[src/design/sidcc_defs.svh]
// register offsets, field positions, reset values and sizes of the serial data and checksum block
`ifndef SIDCC_DEFS_SVH
`define SIDCC_DEFS_SVH
`define SIDCC_OFF_CTRL      8'h00
`define SIDCC_OFF_STAT      8'h04
`define SIDCC_OFF_DATA      8'h0C
`define SIDCC_OFF_POLY      8'h10
`define SIDCC_OFF_RECEIVE_CHECKSUM      8'h14
`define SIDCC_OFF_TRANSMIT_CHECKSUM      8'h18
`define SIDCC_OFF_ACTL      8'h1C
`define SIDCC_OFF_ADIV      8'h20
`define SIDCC_OFF_QCTL      8'h80
`define SIDCC_RST_POLY      16'h0007
`define SIDCC_RST_DIV       8'h02
`define SIDCC_CTRL_CHECKSUM_ENABLE    0
`define SIDCC_CTRL_LSBF     1
`define SIDCC_CTRL_BYTE_ACCESS_SELECT    2
`define SIDCC_CTRL_FRM16    3
`define SIDCC_CTRL_CRCL16   4
`define SIDCC_CTRL_SPIEN    5
`define SIDCC_STAT_RXNE     0
`define SIDCC_STAT_TXE      1
`define SIDCC_STAT_TRANSFER_ACTIVE    7
`define SIDCC_STAT_IO2      8
`define SIDCC_STAT_IO3      9
`define SIDCC_ACTL_SEL      11
`define SIDCC_ACTL_EN       10
`define SIDCC_ACTL_ROLE     8
`define SIDCC_ACTL_PCMS     7
`define SIDCC_ACTL_STD      4
`define SIDCC_ACTL_IDLE_CLOCK_LEVEL     3
`define SIDCC_ACTL_WIDTH    1
`define SIDCC_ACTL_SLOT     0
`define SIDCC_ADIV_MCKOE    9
`define SIDCC_ADIV_ODD      8
`define SIDCC_ADIV_DIV      0
`define SIDCC_QCTL_DRV      2
`define SIDCC_QCTL_QRD      1
`define SIDCC_QCTL_FOUR_LINE_ENABLE     0
`define SIDCC_FIFO_DEPTH    3'h4
`define SIDCC_BUF_DEPTH     3'h1
`endif

[src/design/sidcc_pkg.sv]
// types shared by the serial data and checksum block
package sidcc_pkg;

  typedef enum logic [1:0] {
    SIDCC_ROLE_SLV_TX = 2'h0,
    SIDCC_ROLE_SLV_RX = 2'h1,
    SIDCC_ROLE_MST_TX = 2'h2,
    SIDCC_ROLE_MST_RX = 2'h3
  } sidcc_role_t;

  typedef enum logic [1:0] {
    SIDCC_STD_I2S  = 2'h0,
    SIDCC_STD_MSBJ = 2'h1,
    SIDCC_STD_LSBJ = 2'h2,
    SIDCC_STD_PCM  = 2'h3
  } sidcc_std_t;

  typedef enum logic [1:0] {
    SIDCC_W16  = 2'h0,
    SIDCC_W24  = 2'h1,
    SIDCC_W32  = 2'h2,
    SIDCC_WRSV = 2'h3
  } sidcc_width_t;

  // gray order along idle -> shift -> done
  typedef enum logic [1:0] {
    SIDCC_IDLE  = 2'h0,
    SIDCC_SHIFT = 2'h1,
    SIDCC_DONE  = 2'h3
  } sidcc_state_t;

  typedef struct packed {
    logic [1:0]        sclkSync;
    logic [1:0]        csSync;
    logic [1:0]        mosiSync;
    logic [1:0]        io2Sync;
    logic [1:0]        io3Sync;
    logic              sclkPrev;
    logic              ack;
    logic [31:0]       rdata;
    logic              checksum_enable;
    logic              lsbFirst;
    logic              byteAcc;
    logic              frame16;
    logic              crcLen16;
    logic              spiEn;
    logic [15:0]       poly;
    logic [15:0]       rxCrc;
    logic [15:0]       txCrc;
    logic              audSel;
    logic              audEn;
    sidcc_role_t       role;
    logic              pcmLong;
    sidcc_std_t        std;
    logic              idleHigh;
    sidcc_width_t      width;
    logic              slot32;
    logic              mckOe;
    logic              oddDiv;
    logic [7:0]        divFactor;
    logic              ioDrive;
    logic              quadRead;
    logic              fourLine;
    logic [3:0][15:0]  txMem;
    logic [3:0][15:0]  rxMem;
    logic [1:0]        txRd;
    logic [1:0]        txWr;
    logic [1:0]        rxRd;
    logic [1:0]        rxWr;
    logic [2:0]        txCnt;
    logic [2:0]        rxCnt;
    sidcc_state_t      st;
    logic [15:0]       txSh;
    logic [15:0]       rxSh;
    logic [4:0]        bitCnt;
    logic              misoOut;
    logic [8:0]        divCnt;
    logic              mclk;
    logic              bclk;
  } sidcc_regs_t;

endpackage

[src/design/sidcc_top.sv]
// serial data port, checksum, audio configuration and quad-line control block
//
// Functional notes
// - fifo instance: write pushes, read pops
// - buffer instance: write loads, read returns buffer
// - buffer 8-bit frames: upper byte reads zero
// - buffer 16-bit frames: full halfword transferred
// - fifo access width follows byte-access bit only
// - polynomial register feeds checksum, resets to 7
// - receive checksum, CRC8 or CRC16 by frame
// - fifo: CRC8 only for 8-bit length and size
// - receive checksum updated every received bit
// - transmit checksum, same width selection as receive
// - transmit checksum per bit, depends on order
// - checksums clear on enable set or reset
// - mode bit selects SPI or audio, audio enable
// - audio role field decodes four roles
// - audio standard field decodes four standards
// - pcm sync length short or long
// - idle level sets idle bit clock level
// - sample width 16/24/32, 11 reserved
// - slot width 16 or 32 bits
// - audio divider is twice factor plus odd
// - master clock output gated by enable bit
// - quad enable and read select bits, writable on the fifo instance only
// - single-line mode drives upper lines high when the drive bit is set, fifo instance only
// - transfer-active flag shows frame in progress
//
// Decided for this implementation: the Avalon-MM register port.
`timescale 1ns/1ps
`default_nettype none
`include "sidcc_defs.svh"

module sidcc_top
  import sidcc_pkg::*;
#(
  parameter bit USE_FIFO = 1'b1
) (
  input  wire logic        clk,
  input  wire logic        arst_n,
  input  wire logic        perRst,
  input  wire logic [7:0]  avs_address,
  input  wire logic        avs_read,
  input  wire logic        avs_write,
  input  wire logic [31:0] avs_writedata,
  input  wire logic [3:0]  avs_byteenable,
  output logic      [31:0] avs_readdata,
  output logic             avs_waitrequest,
  input  wire logic        spiSclk,
  input  wire logic        spiCsN,
  input  wire logic        spiMosi,
  output logic             spiMiso,
  input  wire logic        io2In,
  output logic             io2Out,
  output logic             io2OeN,
  input  wire logic        io3In,
  output logic             io3Out,
  output logic             io3OeN,
  output logic             audioMasterClock,
  output logic             audioBitClock,
  output logic             audioBitClockOeN,
  output logic             transferActive,
  output logic             fourLineMode,
  output logic             quadReadDir
);

  localparam logic [2:0] DEPTH = USE_FIFO ? `SIDCC_FIFO_DEPTH : `SIDCC_BUF_DEPTH;

  sidcc_regs_t q_r;
  sidcc_regs_t q_nxt;
  logic [1:0]  rstSync_r;
  logic        rstN;

  //////////////////////////////////////////////////////////////////////////////
  // helpers

  // one serial step of the checksum; the 8-bit form keeps the upper byte clear
  function automatic logic [15:0] crcStep(input logic [15:0] crc, input logic b,
                                          input logic [15:0] poly, input logic is8);
    logic        fb;
    logic [15:0] nx;
    fb = b ^ (is8 ? crc[7] : crc[15]);
    nx = {crc[14:0], 1'b0} ^ (fb ? poly : 16'h0000);
    if (is8) begin
      nx = {8'h00, nx[7:0]};
    end
    return nx;
  endfunction

  // bit currently presented on the data line for the chosen order and frame
  function automatic logic outBit(input logic [15:0] sh, input logic lsb, input logic f16);
    return lsb ? sh[0] : (f16 ? sh[15] : sh[7]);
  endfunction

  // state image after any reset; shared by the async and the peripheral reset
  function automatic sidcc_regs_t resetImage();
    sidcc_regs_t r;
    r           = '0;
    r.poly      = `SIDCC_RST_POLY;
    r.divFactor = `SIDCC_RST_DIV;
    return r;
  endfunction

  //////////////////////////////////////////////////////////////////////////////
  // reset release

  // async assert, released through two flops
  always_ff @(posedge clk or negedge arst_n) begin
    if (!arst_n) begin
      rstSync_r <= 2'h0;
    end else begin
      rstSync_r <= {rstSync_r[0], 1'b1};
    end
  end
  assign rstN = rstSync_r[1];

  //////////////////////////////////////////////////////////////////////////////
  // next-state logic

  logic        req;
  logic        accept;
  logic        wrAcc;
  logic        rdAcc;
  logic        sclkRise;
  logic        sclkFall;
  logic        linkActive;
  logic        pushTx;
  logic        popTx;
  logic        pushRx;
  logic        popRx;
  logic        is8;
  logic        narrow;
  logic        b;
  logic [4:0]  frameLen;
  logic [8:0]  divN;
  logic [8:0]  divInc;
  logic [31:0] rdMux;
  logic [15:0] rxHead;
  logic [15:0] wdat;

  always_comb begin
    q_nxt      = q_r;
    pushTx     = 1'b0;
    popTx      = 1'b0;
    pushRx     = 1'b0;
    popRx      = 1'b0;
    rdMux      = 32'h0000_0000;
    b          = q_r.mosiSync[1];
    wdat       = avs_writedata[15:0];

    // pin inputs pass two flops; only the second stage is read below
    q_nxt.sclkSync = {q_r.sclkSync[0], spiSclk};
    q_nxt.csSync   = {q_r.csSync[0], spiCsN};
    q_nxt.mosiSync = {q_r.mosiSync[0], spiMosi};
    q_nxt.io2Sync  = {q_r.io2Sync[0], io2In};
    q_nxt.io3Sync  = {q_r.io3Sync[0], io3In};
    q_nxt.sclkPrev = q_r.sclkSync[1];
    sclkRise       = q_r.sclkSync[1] & ~q_r.sclkPrev;
    sclkFall       = ~q_r.sclkSync[1] & q_r.sclkPrev;

    // one wait state: request seen, data prepared, taken on the next edge
    req       = avs_read | avs_write;
    q_nxt.ack = req & ~q_r.ack;
    accept    = req & q_r.ack;
    wrAcc     = accept & avs_write;
    rdAcc     = accept & avs_read;

    // narrow data: fifo by byte-access bit alone, buffer by frame format
    narrow = USE_FIFO ? q_r.byteAcc : ~q_r.frame16;
    rxHead = q_r.rxMem[q_r.rxRd];
    if (narrow) begin
      rxHead = {8'h00, rxHead[7:0]};
    end
    // fifo: CRC8 only when both length and size are 8 bits
    is8      = USE_FIFO ? (~q_r.crcLen16 & ~q_r.frame16) : ~q_r.frame16;
    frameLen = q_r.frame16 ? 5'h10 : 5'h08;

    // register read mux, latched in the wait cycle
    case (avs_address)
      `SIDCC_OFF_CTRL: begin
        rdMux[`SIDCC_CTRL_CHECKSUM_ENABLE]  = q_r.checksum_enable;
        rdMux[`SIDCC_CTRL_LSBF]   = q_r.lsbFirst;
        rdMux[`SIDCC_CTRL_BYTE_ACCESS_SELECT]  = q_r.byteAcc;
        rdMux[`SIDCC_CTRL_FRM16]  = q_r.frame16;
        rdMux[`SIDCC_CTRL_CRCL16] = q_r.crcLen16;
        rdMux[`SIDCC_CTRL_SPIEN]  = q_r.spiEn;
      end
      `SIDCC_OFF_STAT: begin
        rdMux[`SIDCC_STAT_RXNE]  = q_r.rxCnt != 3'h0;
        rdMux[`SIDCC_STAT_TXE]   = q_r.txCnt == 3'h0;
        rdMux[`SIDCC_STAT_TRANSFER_ACTIVE] = q_r.st != SIDCC_IDLE;
        rdMux[`SIDCC_STAT_IO2]   = q_r.io2Sync[1];
        rdMux[`SIDCC_STAT_IO3]   = q_r.io3Sync[1];
      end
      `SIDCC_OFF_DATA: rdMux[15:0] = rxHead;
      `SIDCC_OFF_POLY: rdMux[15:0] = q_r.poly;
      `SIDCC_OFF_RECEIVE_CHECKSUM: rdMux[15:0] = q_r.rxCrc;
      `SIDCC_OFF_TRANSMIT_CHECKSUM: rdMux[15:0] = q_r.txCrc;
      `SIDCC_OFF_ACTL: begin
        rdMux[`SIDCC_ACTL_SEL]                        = q_r.audSel;
        rdMux[`SIDCC_ACTL_EN]                         = q_r.audEn;
        rdMux[`SIDCC_ACTL_ROLE+1:`SIDCC_ACTL_ROLE]    = q_r.role;
        rdMux[`SIDCC_ACTL_PCMS]                       = q_r.pcmLong;
        rdMux[`SIDCC_ACTL_STD+1:`SIDCC_ACTL_STD]      = q_r.std;
        rdMux[`SIDCC_ACTL_IDLE_CLOCK_LEVEL]                       = q_r.idleHigh;
        rdMux[`SIDCC_ACTL_WIDTH+1:`SIDCC_ACTL_WIDTH]  = q_r.width;
        rdMux[`SIDCC_ACTL_SLOT]                       = q_r.slot32;
      end
      `SIDCC_OFF_ADIV: begin
        rdMux[`SIDCC_ADIV_MCKOE]                      = q_r.mckOe;
        rdMux[`SIDCC_ADIV_ODD]                        = q_r.oddDiv;
        rdMux[`SIDCC_ADIV_DIV+7:`SIDCC_ADIV_DIV]      = q_r.divFactor;
      end
      `SIDCC_OFF_QCTL: begin
        rdMux[`SIDCC_QCTL_DRV]  = q_r.ioDrive;
        rdMux[`SIDCC_QCTL_QRD]  = q_r.quadRead;
        rdMux[`SIDCC_QCTL_FOUR_LINE_ENABLE] = q_r.fourLine;
      end
      default: rdMux = 32'h0000_0000;
    endcase
    if (q_nxt.ack && avs_read) begin
      q_nxt.rdata = rdMux;
    end

    // data port pops and pushes take effect at the accepting edge
    if (avs_address == `SIDCC_OFF_DATA) begin
      popRx  = rdAcc & (q_r.rxCnt != 3'h0);
      pushTx = wrAcc & (q_r.txCnt < DEPTH);
    end

    // register writes; byte lanes honoured outside the data port
    if (wrAcc) begin
      case (avs_address)
        `SIDCC_OFF_CTRL: if (avs_byteenable[0]) begin
          q_nxt.checksum_enable    = avs_writedata[`SIDCC_CTRL_CHECKSUM_ENABLE];
          q_nxt.lsbFirst = avs_writedata[`SIDCC_CTRL_LSBF];
          q_nxt.byteAcc  = avs_writedata[`SIDCC_CTRL_BYTE_ACCESS_SELECT];
          q_nxt.frame16  = avs_writedata[`SIDCC_CTRL_FRM16];
          q_nxt.crcLen16 = avs_writedata[`SIDCC_CTRL_CRCL16];
          q_nxt.spiEn    = avs_writedata[`SIDCC_CTRL_SPIEN];
        end
        `SIDCC_OFF_POLY: begin
          if (avs_byteenable[0]) q_nxt.poly[7:0] = avs_writedata[7:0];
          if (avs_byteenable[1]) q_nxt.poly[15:8] = avs_writedata[15:8];
        end
        `SIDCC_OFF_ACTL: begin
          if (avs_byteenable[0]) begin
            q_nxt.pcmLong  = avs_writedata[`SIDCC_ACTL_PCMS];
            q_nxt.std      = sidcc_std_t'(avs_writedata[`SIDCC_ACTL_STD+1:`SIDCC_ACTL_STD]);
            q_nxt.idleHigh = avs_writedata[`SIDCC_ACTL_IDLE_CLOCK_LEVEL];
            q_nxt.width    = sidcc_width_t'(avs_writedata[`SIDCC_ACTL_WIDTH+1:`SIDCC_ACTL_WIDTH]);
            q_nxt.slot32   = avs_writedata[`SIDCC_ACTL_SLOT];
          end
          if (avs_byteenable[1]) begin
            q_nxt.audSel = avs_writedata[`SIDCC_ACTL_SEL];
            q_nxt.audEn  = avs_writedata[`SIDCC_ACTL_EN];
            q_nxt.role   = sidcc_role_t'(avs_writedata[`SIDCC_ACTL_ROLE+1:`SIDCC_ACTL_ROLE]);
          end
        end
        `SIDCC_OFF_ADIV: begin
          if (avs_byteenable[0]) q_nxt.divFactor = avs_writedata[7:0];
          if (avs_byteenable[1]) begin
            q_nxt.oddDiv = avs_writedata[`SIDCC_ADIV_ODD];
            q_nxt.mckOe  = avs_writedata[`SIDCC_ADIV_MCKOE];
          end
        end
        `SIDCC_OFF_QCTL: if (avs_byteenable[0] && USE_FIFO) begin
          q_nxt.ioDrive  = avs_writedata[`SIDCC_QCTL_DRV];
          q_nxt.quadRead = avs_writedata[`SIDCC_QCTL_QRD];
          q_nxt.fourLine = avs_writedata[`SIDCC_QCTL_FOUR_LINE_ENABLE];
        end
        default: ;
      endcase
    end

    // serial engine: link clock sampled, rising edge captures, falling edge shifts
    linkActive = q_r.spiEn & ~q_r.audSel & ~q_r.csSync[1];
    case (q_r.st)
      SIDCC_IDLE: if (linkActive) begin
        q_nxt.st     = SIDCC_SHIFT;
        q_nxt.bitCnt = 5'h00;
        q_nxt.rxSh   = 16'h0000;
        q_nxt.txSh   = (q_r.txCnt != 3'h0) ? q_r.txMem[q_r.txRd] : 16'h0000;  // peek only; underrun sends zeros
      end
      SIDCC_SHIFT: begin
        if (!linkActive) begin
          q_nxt.st = SIDCC_IDLE;                                          // frame aborted by select
        end else if (sclkRise) begin
          // word leaves the queue only once clocked, so a frame cut before its first edge keeps it
          popTx = (q_r.bitCnt == 5'h00) & (q_r.txCnt != 3'h0);
          if (q_r.lsbFirst) begin
            q_nxt.rxSh = q_r.frame16 ? {b, q_r.rxSh[15:1]} : {8'h00, b, q_r.rxSh[7:1]};
          end else begin
            q_nxt.rxSh = {q_r.rxSh[14:0], b};
          end
          if (q_r.checksum_enable) begin
            q_nxt.rxCrc = crcStep(q_r.rxCrc, b, q_r.poly, is8);
            q_nxt.txCrc = crcStep(q_r.txCrc, outBit(q_r.txSh, q_r.lsbFirst, q_r.frame16),
                                  q_r.poly, is8);
          end
          q_nxt.bitCnt = 5'(q_r.bitCnt + 5'h01);
          if (q_nxt.bitCnt == frameLen) begin
            q_nxt.st = SIDCC_DONE;
          end
        end else if (sclkFall) begin
          q_nxt.txSh = q_r.lsbFirst ? {1'b0, q_r.txSh[15:1]} : {q_r.txSh[14:0], 1'b0};
        end else if (q_r.bitCnt == 5'h00) begin
          q_nxt.txSh = (q_r.txCnt != 3'h0) ? q_r.txMem[q_r.txRd] : 16'h0000;  // follow the head until the first edge
        end
      end
      SIDCC_DONE: begin
        pushRx   = q_r.rxCnt < DEPTH;                                     // full: frame dropped
        q_nxt.st = SIDCC_IDLE;
      end
      default: q_nxt.st = SIDCC_IDLE;
    endcase
    q_nxt.misoOut = outBit(q_nxt.txSh, q_r.lsbFirst, q_r.frame16);

    // queue bookkeeping; one entry deep on the buffer instance
    if (pushTx) begin
      q_nxt.txMem[q_r.txWr] = narrow ? {8'h00, wdat[7:0]} : wdat;
      q_nxt.txWr            = 2'(q_r.txWr + 2'h1);
    end
    if (popTx) q_nxt.txRd = 2'(q_r.txRd + 2'h1);
    if (pushRx) begin
      q_nxt.rxMem[q_r.rxWr] = q_r.frame16 ? q_r.rxSh : {8'h00, q_r.rxSh[7:0]};
      q_nxt.rxWr            = 2'(q_r.rxWr + 2'h1);
    end
    if (popRx) q_nxt.rxRd = 2'(q_r.rxRd + 2'h1);
    q_nxt.txCnt = 3'(q_r.txCnt + {2'h0, pushTx} - {2'h0, popTx});
    q_nxt.rxCnt = 3'(q_r.rxCnt + {2'h0, pushRx} - {2'h0, popRx});

    // audio divider: period of 2*factor+odd cycles, high for the first half
    divN   = {q_r.divFactor, 1'b0} + {8'h00, q_r.oddDiv};
    divInc = 9'(q_r.divCnt + 9'h001);
    if (q_r.audSel && q_r.audEn && divN > 9'h001) begin
      q_nxt.divCnt = (divInc >= divN) ? 9'h000 : divInc;
      q_nxt.mclk   = q_nxt.divCnt < {1'b0, divN[8:1]};
    end else begin
      q_nxt.divCnt = 9'h000;
      q_nxt.mclk   = 1'b0;
    end
    // bit clock rests at the idle level; simplified to follow the divided clock
    q_nxt.bclk = q_r.idleHigh ^ (q_nxt.mclk & q_r.role[1]);

    // a set enable bit or the peripheral reset clears both checksums
    if (wrAcc && avs_address == `SIDCC_OFF_CTRL && avs_byteenable[0] &&
        avs_writedata[`SIDCC_CTRL_CHECKSUM_ENABLE]) begin
      q_nxt.rxCrc = 16'h0000;
      q_nxt.txCrc = 16'h0000;
    end
    if (perRst) begin
      q_nxt = resetImage();
    end
  end

  //////////////////////////////////////////////////////////////////////////////
  // state register

  always_ff @(posedge clk or negedge rstN) begin
    if (!rstN) begin
      q_r <= resetImage();
    end else begin
      q_r <= q_nxt;
    end
  end

  //////////////////////////////////////////////////////////////////////////////
  // outputs

  assign avs_waitrequest  = req & ~q_r.ack;
  assign avs_readdata     = q_r.rdata;
  assign spiMiso          = q_r.misoOut;
  assign transferActive   = q_r.st != SIDCC_IDLE;
  assign fourLineMode     = q_r.fourLine;
  assign quadReadDir      = q_r.quadRead;
  // upper lines held high only in single-line mode with drive set
  assign io2Out           = 1'b1;
  assign io3Out           = 1'b1;
  assign io2OeN           = ~(q_r.ioDrive & ~q_r.fourLine);
  assign io3OeN           = ~(q_r.ioDrive & ~q_r.fourLine);
  // master clock pin off in SPI mode whatever the enable says
  assign audioMasterClock = q_r.mclk & q_r.mckOe & q_r.audSel;
  assign audioBitClock    = q_r.audSel ? q_r.bclk : 1'b0;
  assign audioBitClockOeN = ~(q_r.audSel & q_r.role[1]);

endmodule
`default_nettype wire

[config.mk]
export PLATFORM = sky130hd
export DESIGN_NAME = sidcc_top
export DESIGN_NICKNAME = d
export VERILOG_FILES = /design/src/design/sidcc_pkg.sv /design/src/design/sidcc_top.sv
export VERILOG_INCLUDE_DIRS = /design/src /design/src/design
export SDC_FILE = /design/constraint.sdc
export NUM_CORES = 1
export LEC_CHECK = 0
export CORE_ASPECT_RATIO = 1.2
export CORE_MARGIN = 5
export CORE_UTILIZATION = 55
export CTS_CLUSTER_DIAMETER = 80
export DETAILED_ROUTE_END_ITERATION = 7
export DONT_BUFFER_PORTS = 1
export MAX_ROUTING_LAYER = met4
export PLACE_DENSITY = 0.73
export RECOVER_POWER = 100
export SETUP_SLACK_MARGIN = 0.02
export SKIP_LAST_GASP = 1
export SLEW_MARGIN = 5
export SYNTH_ARGS = -nofsm -noshare
export SYNTH_HDL_FRONTEND = slang
export SYNTH_SLANG_ARGS = --single-unit
[constraint.sdc]
create_clock -name clk -period 8.5 [get_ports clk]
set_input_delay 0.85 -clock clk [delete_from_list [all_inputs] [get_ports clk]]
set_output_delay 0.85 -clock clk [all_outputs]
set_load 0.01 [all_outputs]
=== After elaboration in Yosys (flattened, before gate mapping) ===
Index checks and enable logic that the tools add are counted.

* Register bits: 317
* Bits of input ports: 54
* Output and inout bits: 44

* Add/sub/neg operators: 11
* Order comparisons: 11
* Equal/unequal tests: 18
* Multiplexer cells: 82
* Bitwise logic cells: 33
* Reduce and logical (&&, ||, !) cells: 45

{| class="wikitable"
|+ Operators with widths
! cell !! number
|-
| two-way mux 315 bit || 1
|-
| two-way mux 16 bit || 19
|-
| two-way mux 32 bit || 6
|-
| bitwise mux 64 bit || 2
|-
| two-way mux 64 bit || 2
|-
| case mux 37 bit (2 select lines) || 1
|-
| binary-select mux 16 bit (select 2 bit) || 2
|-
| demux 16 bit (select 2 bit) || 2
|-
| case mux 3 bit (7 select lines) || 2
|-
| two-way mux 39 bit || 1
|-
| two-way mux 37 bit || 1
|-
| equality test 8 x 5 -> 1 bit (second input constant) || 4
|-
| XOR 16 bit || 2
|-
| nonzero test 2 bit || 14
|-
| AND reduction 3 bit || 9
|-
| two-way mux 24 bit || 1
|-
| two-way mux 22 bit || 1
|-
| two-way mux 21 bit || 1
|-
| nonzero test 3 bit || 7
|-
| two-way mux 10 bit || 2
|-
| case mux 2 bit (9 select lines) || 1
|-
| AND 1 bit || 17
|-
| two-way mux 2 bit || 8
|-
| two-way mux 8 bit || 2
|-
| 44 further kinds || 92
|}

=== Depth between registers and ports, before layout ===
* Depth in word-level cells: 13
* Gate-level depth with buffers: 18
* Gate-level depth less buffers: 18

=== Worst setup path after synthesis ===
OpenSTA, ideal clock, no wires.

* Path type: register to register
* From: register q_r[2] (netlist bit)
* To: register q_r[0] (netlist bit)
* Library setup time: 0.125 ns
* Arrival time: 3.272 ns
* Data required time: 8.375 ns
* Path slack: 5.104 ns
* Stages on the path, launching flop included: 19
* Path buffers: 0
* Clock period less this slack: 3.396 ns
* Cell sequence: dfrtp_1 -> ha_1 -> nand2_1 -> nor2_1 -> xnor2_1 -> inv_1 -> ha_1 -> nand4_1 -> nor2_1 -> a211oi_1 -> o21ai_1 -> nor2_1 -> ha_1 -> a211oi_1 -> o221ai_1 -> nand2b_1 -> nand4_1 -> o21bai_1 -> mux2_2

{| class="wikitable"
|+ RTL lines
! element !! RTL line !! RTL
|-
| from (decl) || sidcc_top.sv:69 || <nowiki>sidcc_regs_t q_r;</nowiki>
|-
| from (signal assigned) || sidcc_top.sv:362 || <nowiki>q_r <= resetImage();</nowiki>
|-
| from (signal assigned) || sidcc_top.sv:364 || <nowiki>q_r <= q_nxt;</nowiki>
|}

==> results.py <==
metrics = {
    "worst_setup_path": {
        "crit_path_end_kind": "flop",
        "critical_path_startpoint": "q_r[2]",
        "r2r-start": "q_r[2]",
        "crit_required_ns": 8.95,
        "worstPathMaxFanout": 10,
        "crit_type": "reg2reg",
        "cp_slowest_stage_delay_ns": 0.81,
        "startpoint_type": "flop",
        "regToRegSetupSlack_ns": 4.18,
        "crit_path_top_delay_cell": "sky130_fd_sc_hd__o21ai_0",
        "worst_ep_arrival_time_ns": 4.77,
        "crit_chain": "ha_1 > nand2_1 > nor2_1 > xnor2_1 > inv_1 > ha_1 > nand4_1 > nor2_1 > a211oi_1 > o21ai_0 > nor2_1 > ha_1 > a211oi_1 > o221ai_1 > nand2b_1 > nand4_1 > o21bai_1 > mux2_2",
    },
    "cts": {
        "ctsResizeCount": 0,
        "worstSkewPairLatency_ns": 0.56,
        "clock_tree.buffer_depth": 3,
        "cts_root_buf": "sky130_fd_sc_hd__clkbuf_16",
        "cts_sinks": 301,
        "numCtsBuffers": 31,
        "clock_pin_slew_reported_for_the_worst_setup_and_hold_paths_after_clock_tree_synthesis_ns": 0.06,
        "tritoncts": "yes",
        "h-tree-depth": 1,
    },
    "global_route": {
        "grt_pass1_wl_mm": 63.1,
        "grt.total_usage": 0.262,
        "gr-total-overflow": 0,
        "via_count_of_the_first_global_routing_pass": 11400,
        "maximum_number_of_pins_on_one_net_before_global_route_repair": 165,
        "grt_antenna_before_repair": 3,
    },
    "cells_and_area": {
        "post_route_cells_drive_above_1_share": 0.0811,
        "number_of_nets_at_the_end_of_the_flow": 1568,
        "flow.area_growth_from_synthesis_pct": 6.41,
        "fillerInstances": 2294,
    },
    "route": {
        "final_antenna_net_count": 0,
        "detailedRoute.firstPassIterationCount": 8,
        "vias": 11500,
        "wire_per_inst_um": 21.5,
        "drc": 2,
        "drt_iter0_drc": 1091,
        "vias_per_cell": 6.24,
        "route.final.wire_length_mm": 39.7,
    },
    "logic_synthesis": {
        "yosys.cell_count.top_type": "sky130_fd_sc_hd__dfrtp_1",
        "yosys.area.top_type_share": 0.487,
        "synth-edff-count": 0,
        "count_of_cell_types_in_the_netlist": 65,
        "ys_seq_elements": 301,
        "syn-instance-count": 1544,
        "postSynth.topFlopCell": "sky130_fd_sc_hd__dfrtp_1",
        "yosysSeqAreaShare": 0.493,
        "yosys-top-cells-count": "sky130_fd_sc_hd__dfrtp_1 (297), sky130_fd_sc_hd__nand2_1 (223), sky130_fd_sc_hd__nor2_1 (144)",
        "synth.area.top_cells": "sky130_fd_sc_hd__dfrtp_1 (49%), sky130_fd_sc_hd__nand2_1 (5.5%), sky130_fd_sc_hd__mux4_2 (5.3%)",
        "synth.yosys.warnings": 0,
        "synth.avg_cell_area_um2": 9.89,
        "largest_area_contributor_in_the_netlist": "sky130_fd_sc_hd__dfrtp_1",
        "mappedNetlistArea_um2": 15300,
        "asyncSetResetFlopFracSynth": 1.00,
    },
    "power_and_ir_drop": {
        "post_layout_total_power_mw": 2.97,
        "power_switching_share": 0.227,
        "p_sw_mw": 0.672,
        "p_comb_frac": 0.036,
        "clock_power_share": 0.466,
        "leakagePower_nw": 6.94,
        "sequential_power_share": 0.499,
        "p_int_mw": 2.30,
        "powerDensity_nw_per_um2": 183,
        "maximum_vdd_ir_drop_uv": 165,
    },
    "floorplanning": {
        "total_number_of_placement_rows": 66,
        "dieWidth_um": 162,
        "floorplan.initialDensity": 0.561,
        "design.portCount": 98,
        "core-area_um2": 27300,
        "die-area_um2": 31200,
        "fp.dieH_um": 193,
    },
    "job": {
        "max-cap-violations": 4,
    },
    "place": {
        "place_hpwl_mm": 26.8,
        "global_placer_s_final_weighted_congestion": 0.931,
        "place.port_buffers": 0,
    },
    "sta": {
        "finClkSkew_ns": 0.0185,
        "fin_setup_tns_ns": 0,
        "fmaxAchievable_mhz": 231,
        "grt_setup_unrepaired": "no",
        "finalCriticalPeriod_ns": 4.32,
        "min_period_over_period": 0.509,
        "finalSetupViolations": 0,
        "number_of_hold_violations_in_the_final_report": 0,
        "timing.max_slew.rel_slack": -1.00,
        "timing_worst_slew_pin_value_ns": 3.00,
        "final_max_slew_viol_count": 146,
    },
    "worst_hold_path": {
        "worstHoldStart": "rstSync_r[0]",
        "min_path_type": "reg2reg",
    },
    "run_status": {
        "status": "complete, but fails checks",
        "violated_checks": "DRC, capacitance limit, slew limit",
    },
}
-- final timing paths --
check	cells after the start	end
setup / recovery	18	q_r[0]
hold / removal	0	rstSync_r[1]
setup reg to reg	18	q_r[0]
hold reg to reg	0	rstSync_r[1]
max in group asynchronous	2	avs_readdata[13]
min in group asynchronous	1	rstSync_r[0]
-- sequential cells by signal (all words and copies together) (netlist names) --
signal        flops
spiMiso           1
quadReadDir       1
q_r             278
b                 1
avs_readdata     16
fourLineMode      1
narrow            1
rstSync_r         2
-- logic make-up after synthesis --
kind of cell,count (synthesis),synth area share
compound gates,378,0.155
simple gates,538,0.160
flops,301,0.493
mux,79,0.0822
xor+xnor,50,0.0287
fa+ha+maj,33,0.0280
buf+inv,163,0.0523
other cells,2,0.000492
-- timing repair --
item	4_1_cts	5_1_grt
hold endpoints to repair	2	0
buffers inserted	0	0
hold buffers	1	0
-- power groups by stage --
stage          sequential [mW]  combinational (mW)  clock, mW
2_1_floorplan             1.51              0.0847          0
3_3_place_gp              1.51               0.104          0
3_5_place_dp              1.51               0.106          0
4_1_cts                   1.48               0.107       1.40
5_1_grt                   1.48               0.120       1.46
6_report                  1.48               0.106       1.38
-- cells in the final DEF, fill, tap and decap left out, drive strengths merged, types with 5 or more instances in the layout --
master   synthesis  final
dfrtp          297    297
nand2          224    224
nor2           144    144
o21ai          125    125
a21oi          101    101
a22o            56     56
clkbuf          62     51
nand3           50     50
mux4            36     36
inv             35     35
xor2            35     35
nor2b           33     33
mux2i           32     32
ha              31     31
nand2b          26     26
a22oi           26     26
a211oi          19     19
conb             2     19
xnor2           15     15
nor3            13     13
mux2            11     11
o2bb2ai         10     10
and3             9      9
buf             65      8
and2             8      8
or3              7      7
a32oi            6      6
a21o             6      6
a31oi            6      6
clkinv           1      6
nor4             5      5
-- area by class of cell --
cell class | instances | area, µm² | share of cell area
diodes | 3 | 7.51 | 0.000462
clock buffers | 46 | 932 | 0.0573
clock inverters | 10 | 108 | 0.00662
inverters | 36 | 135 | 0.00831
multi-input cells | 1097 | 7010 | 0.431
flip-flops and latches | 301 | 7540 | 0.464
well taps | 340 | 425 | 0.0262
repair buffers | 14 | 101 | 0.00624
-- per-layer routing --
| layer | up-vias | global-route usage | routed length [µm] | part of all wire |
|---|---|---|---|---|
| li1 | 5243 | - | - | - |
| met1 | 5730 | 0.341 | 16200 | 0.41 |
| met2 | 445 | 0.408 | 18800 | 0.47 |
| met3 | 101 | 0.0581 | 3220 | 0.081 |
| met4 | 0 | 0.0966 | 1520 | 0.038 |
| met5 | - | - | 0 | 0 |
-- through the flow --
step / hold slack (ns) / worst slack (ns) / instances / util / instance area [µm²]
after floorplan: 0.331 / 3.58 / 1561 / - / 15300
after global placement: 0.336 / 4.63 / 1787 / 0.560 / 15300
after detailed placement: 0.336 / 4.51 / 1787 / 0.560 / 15300
after CTS: 0.350 / 4.47 / 1844 / 0.598 / 16300
after global routing: 0.349 / 3.81 / 1847 / 0.596 / 16300
final: 0.356 / 4.18 / 1847 / 0.596 / 16300
-- worst max-delay path, delay by kind of cell, from the launching register on --
family	cells	cell delay [ns]
multiplexers	1	0.30
buffers and inverters	1	0.08
AO/OA/AOI/OAI	5	1.48
AND/OR/NAND/NOR	7	0.68
adder cells (fa/ha/maj)	3	0.93
flip-flops	1	0.48
XOR/XNOR	1	0.26
(Power assumes the default switching activity.)
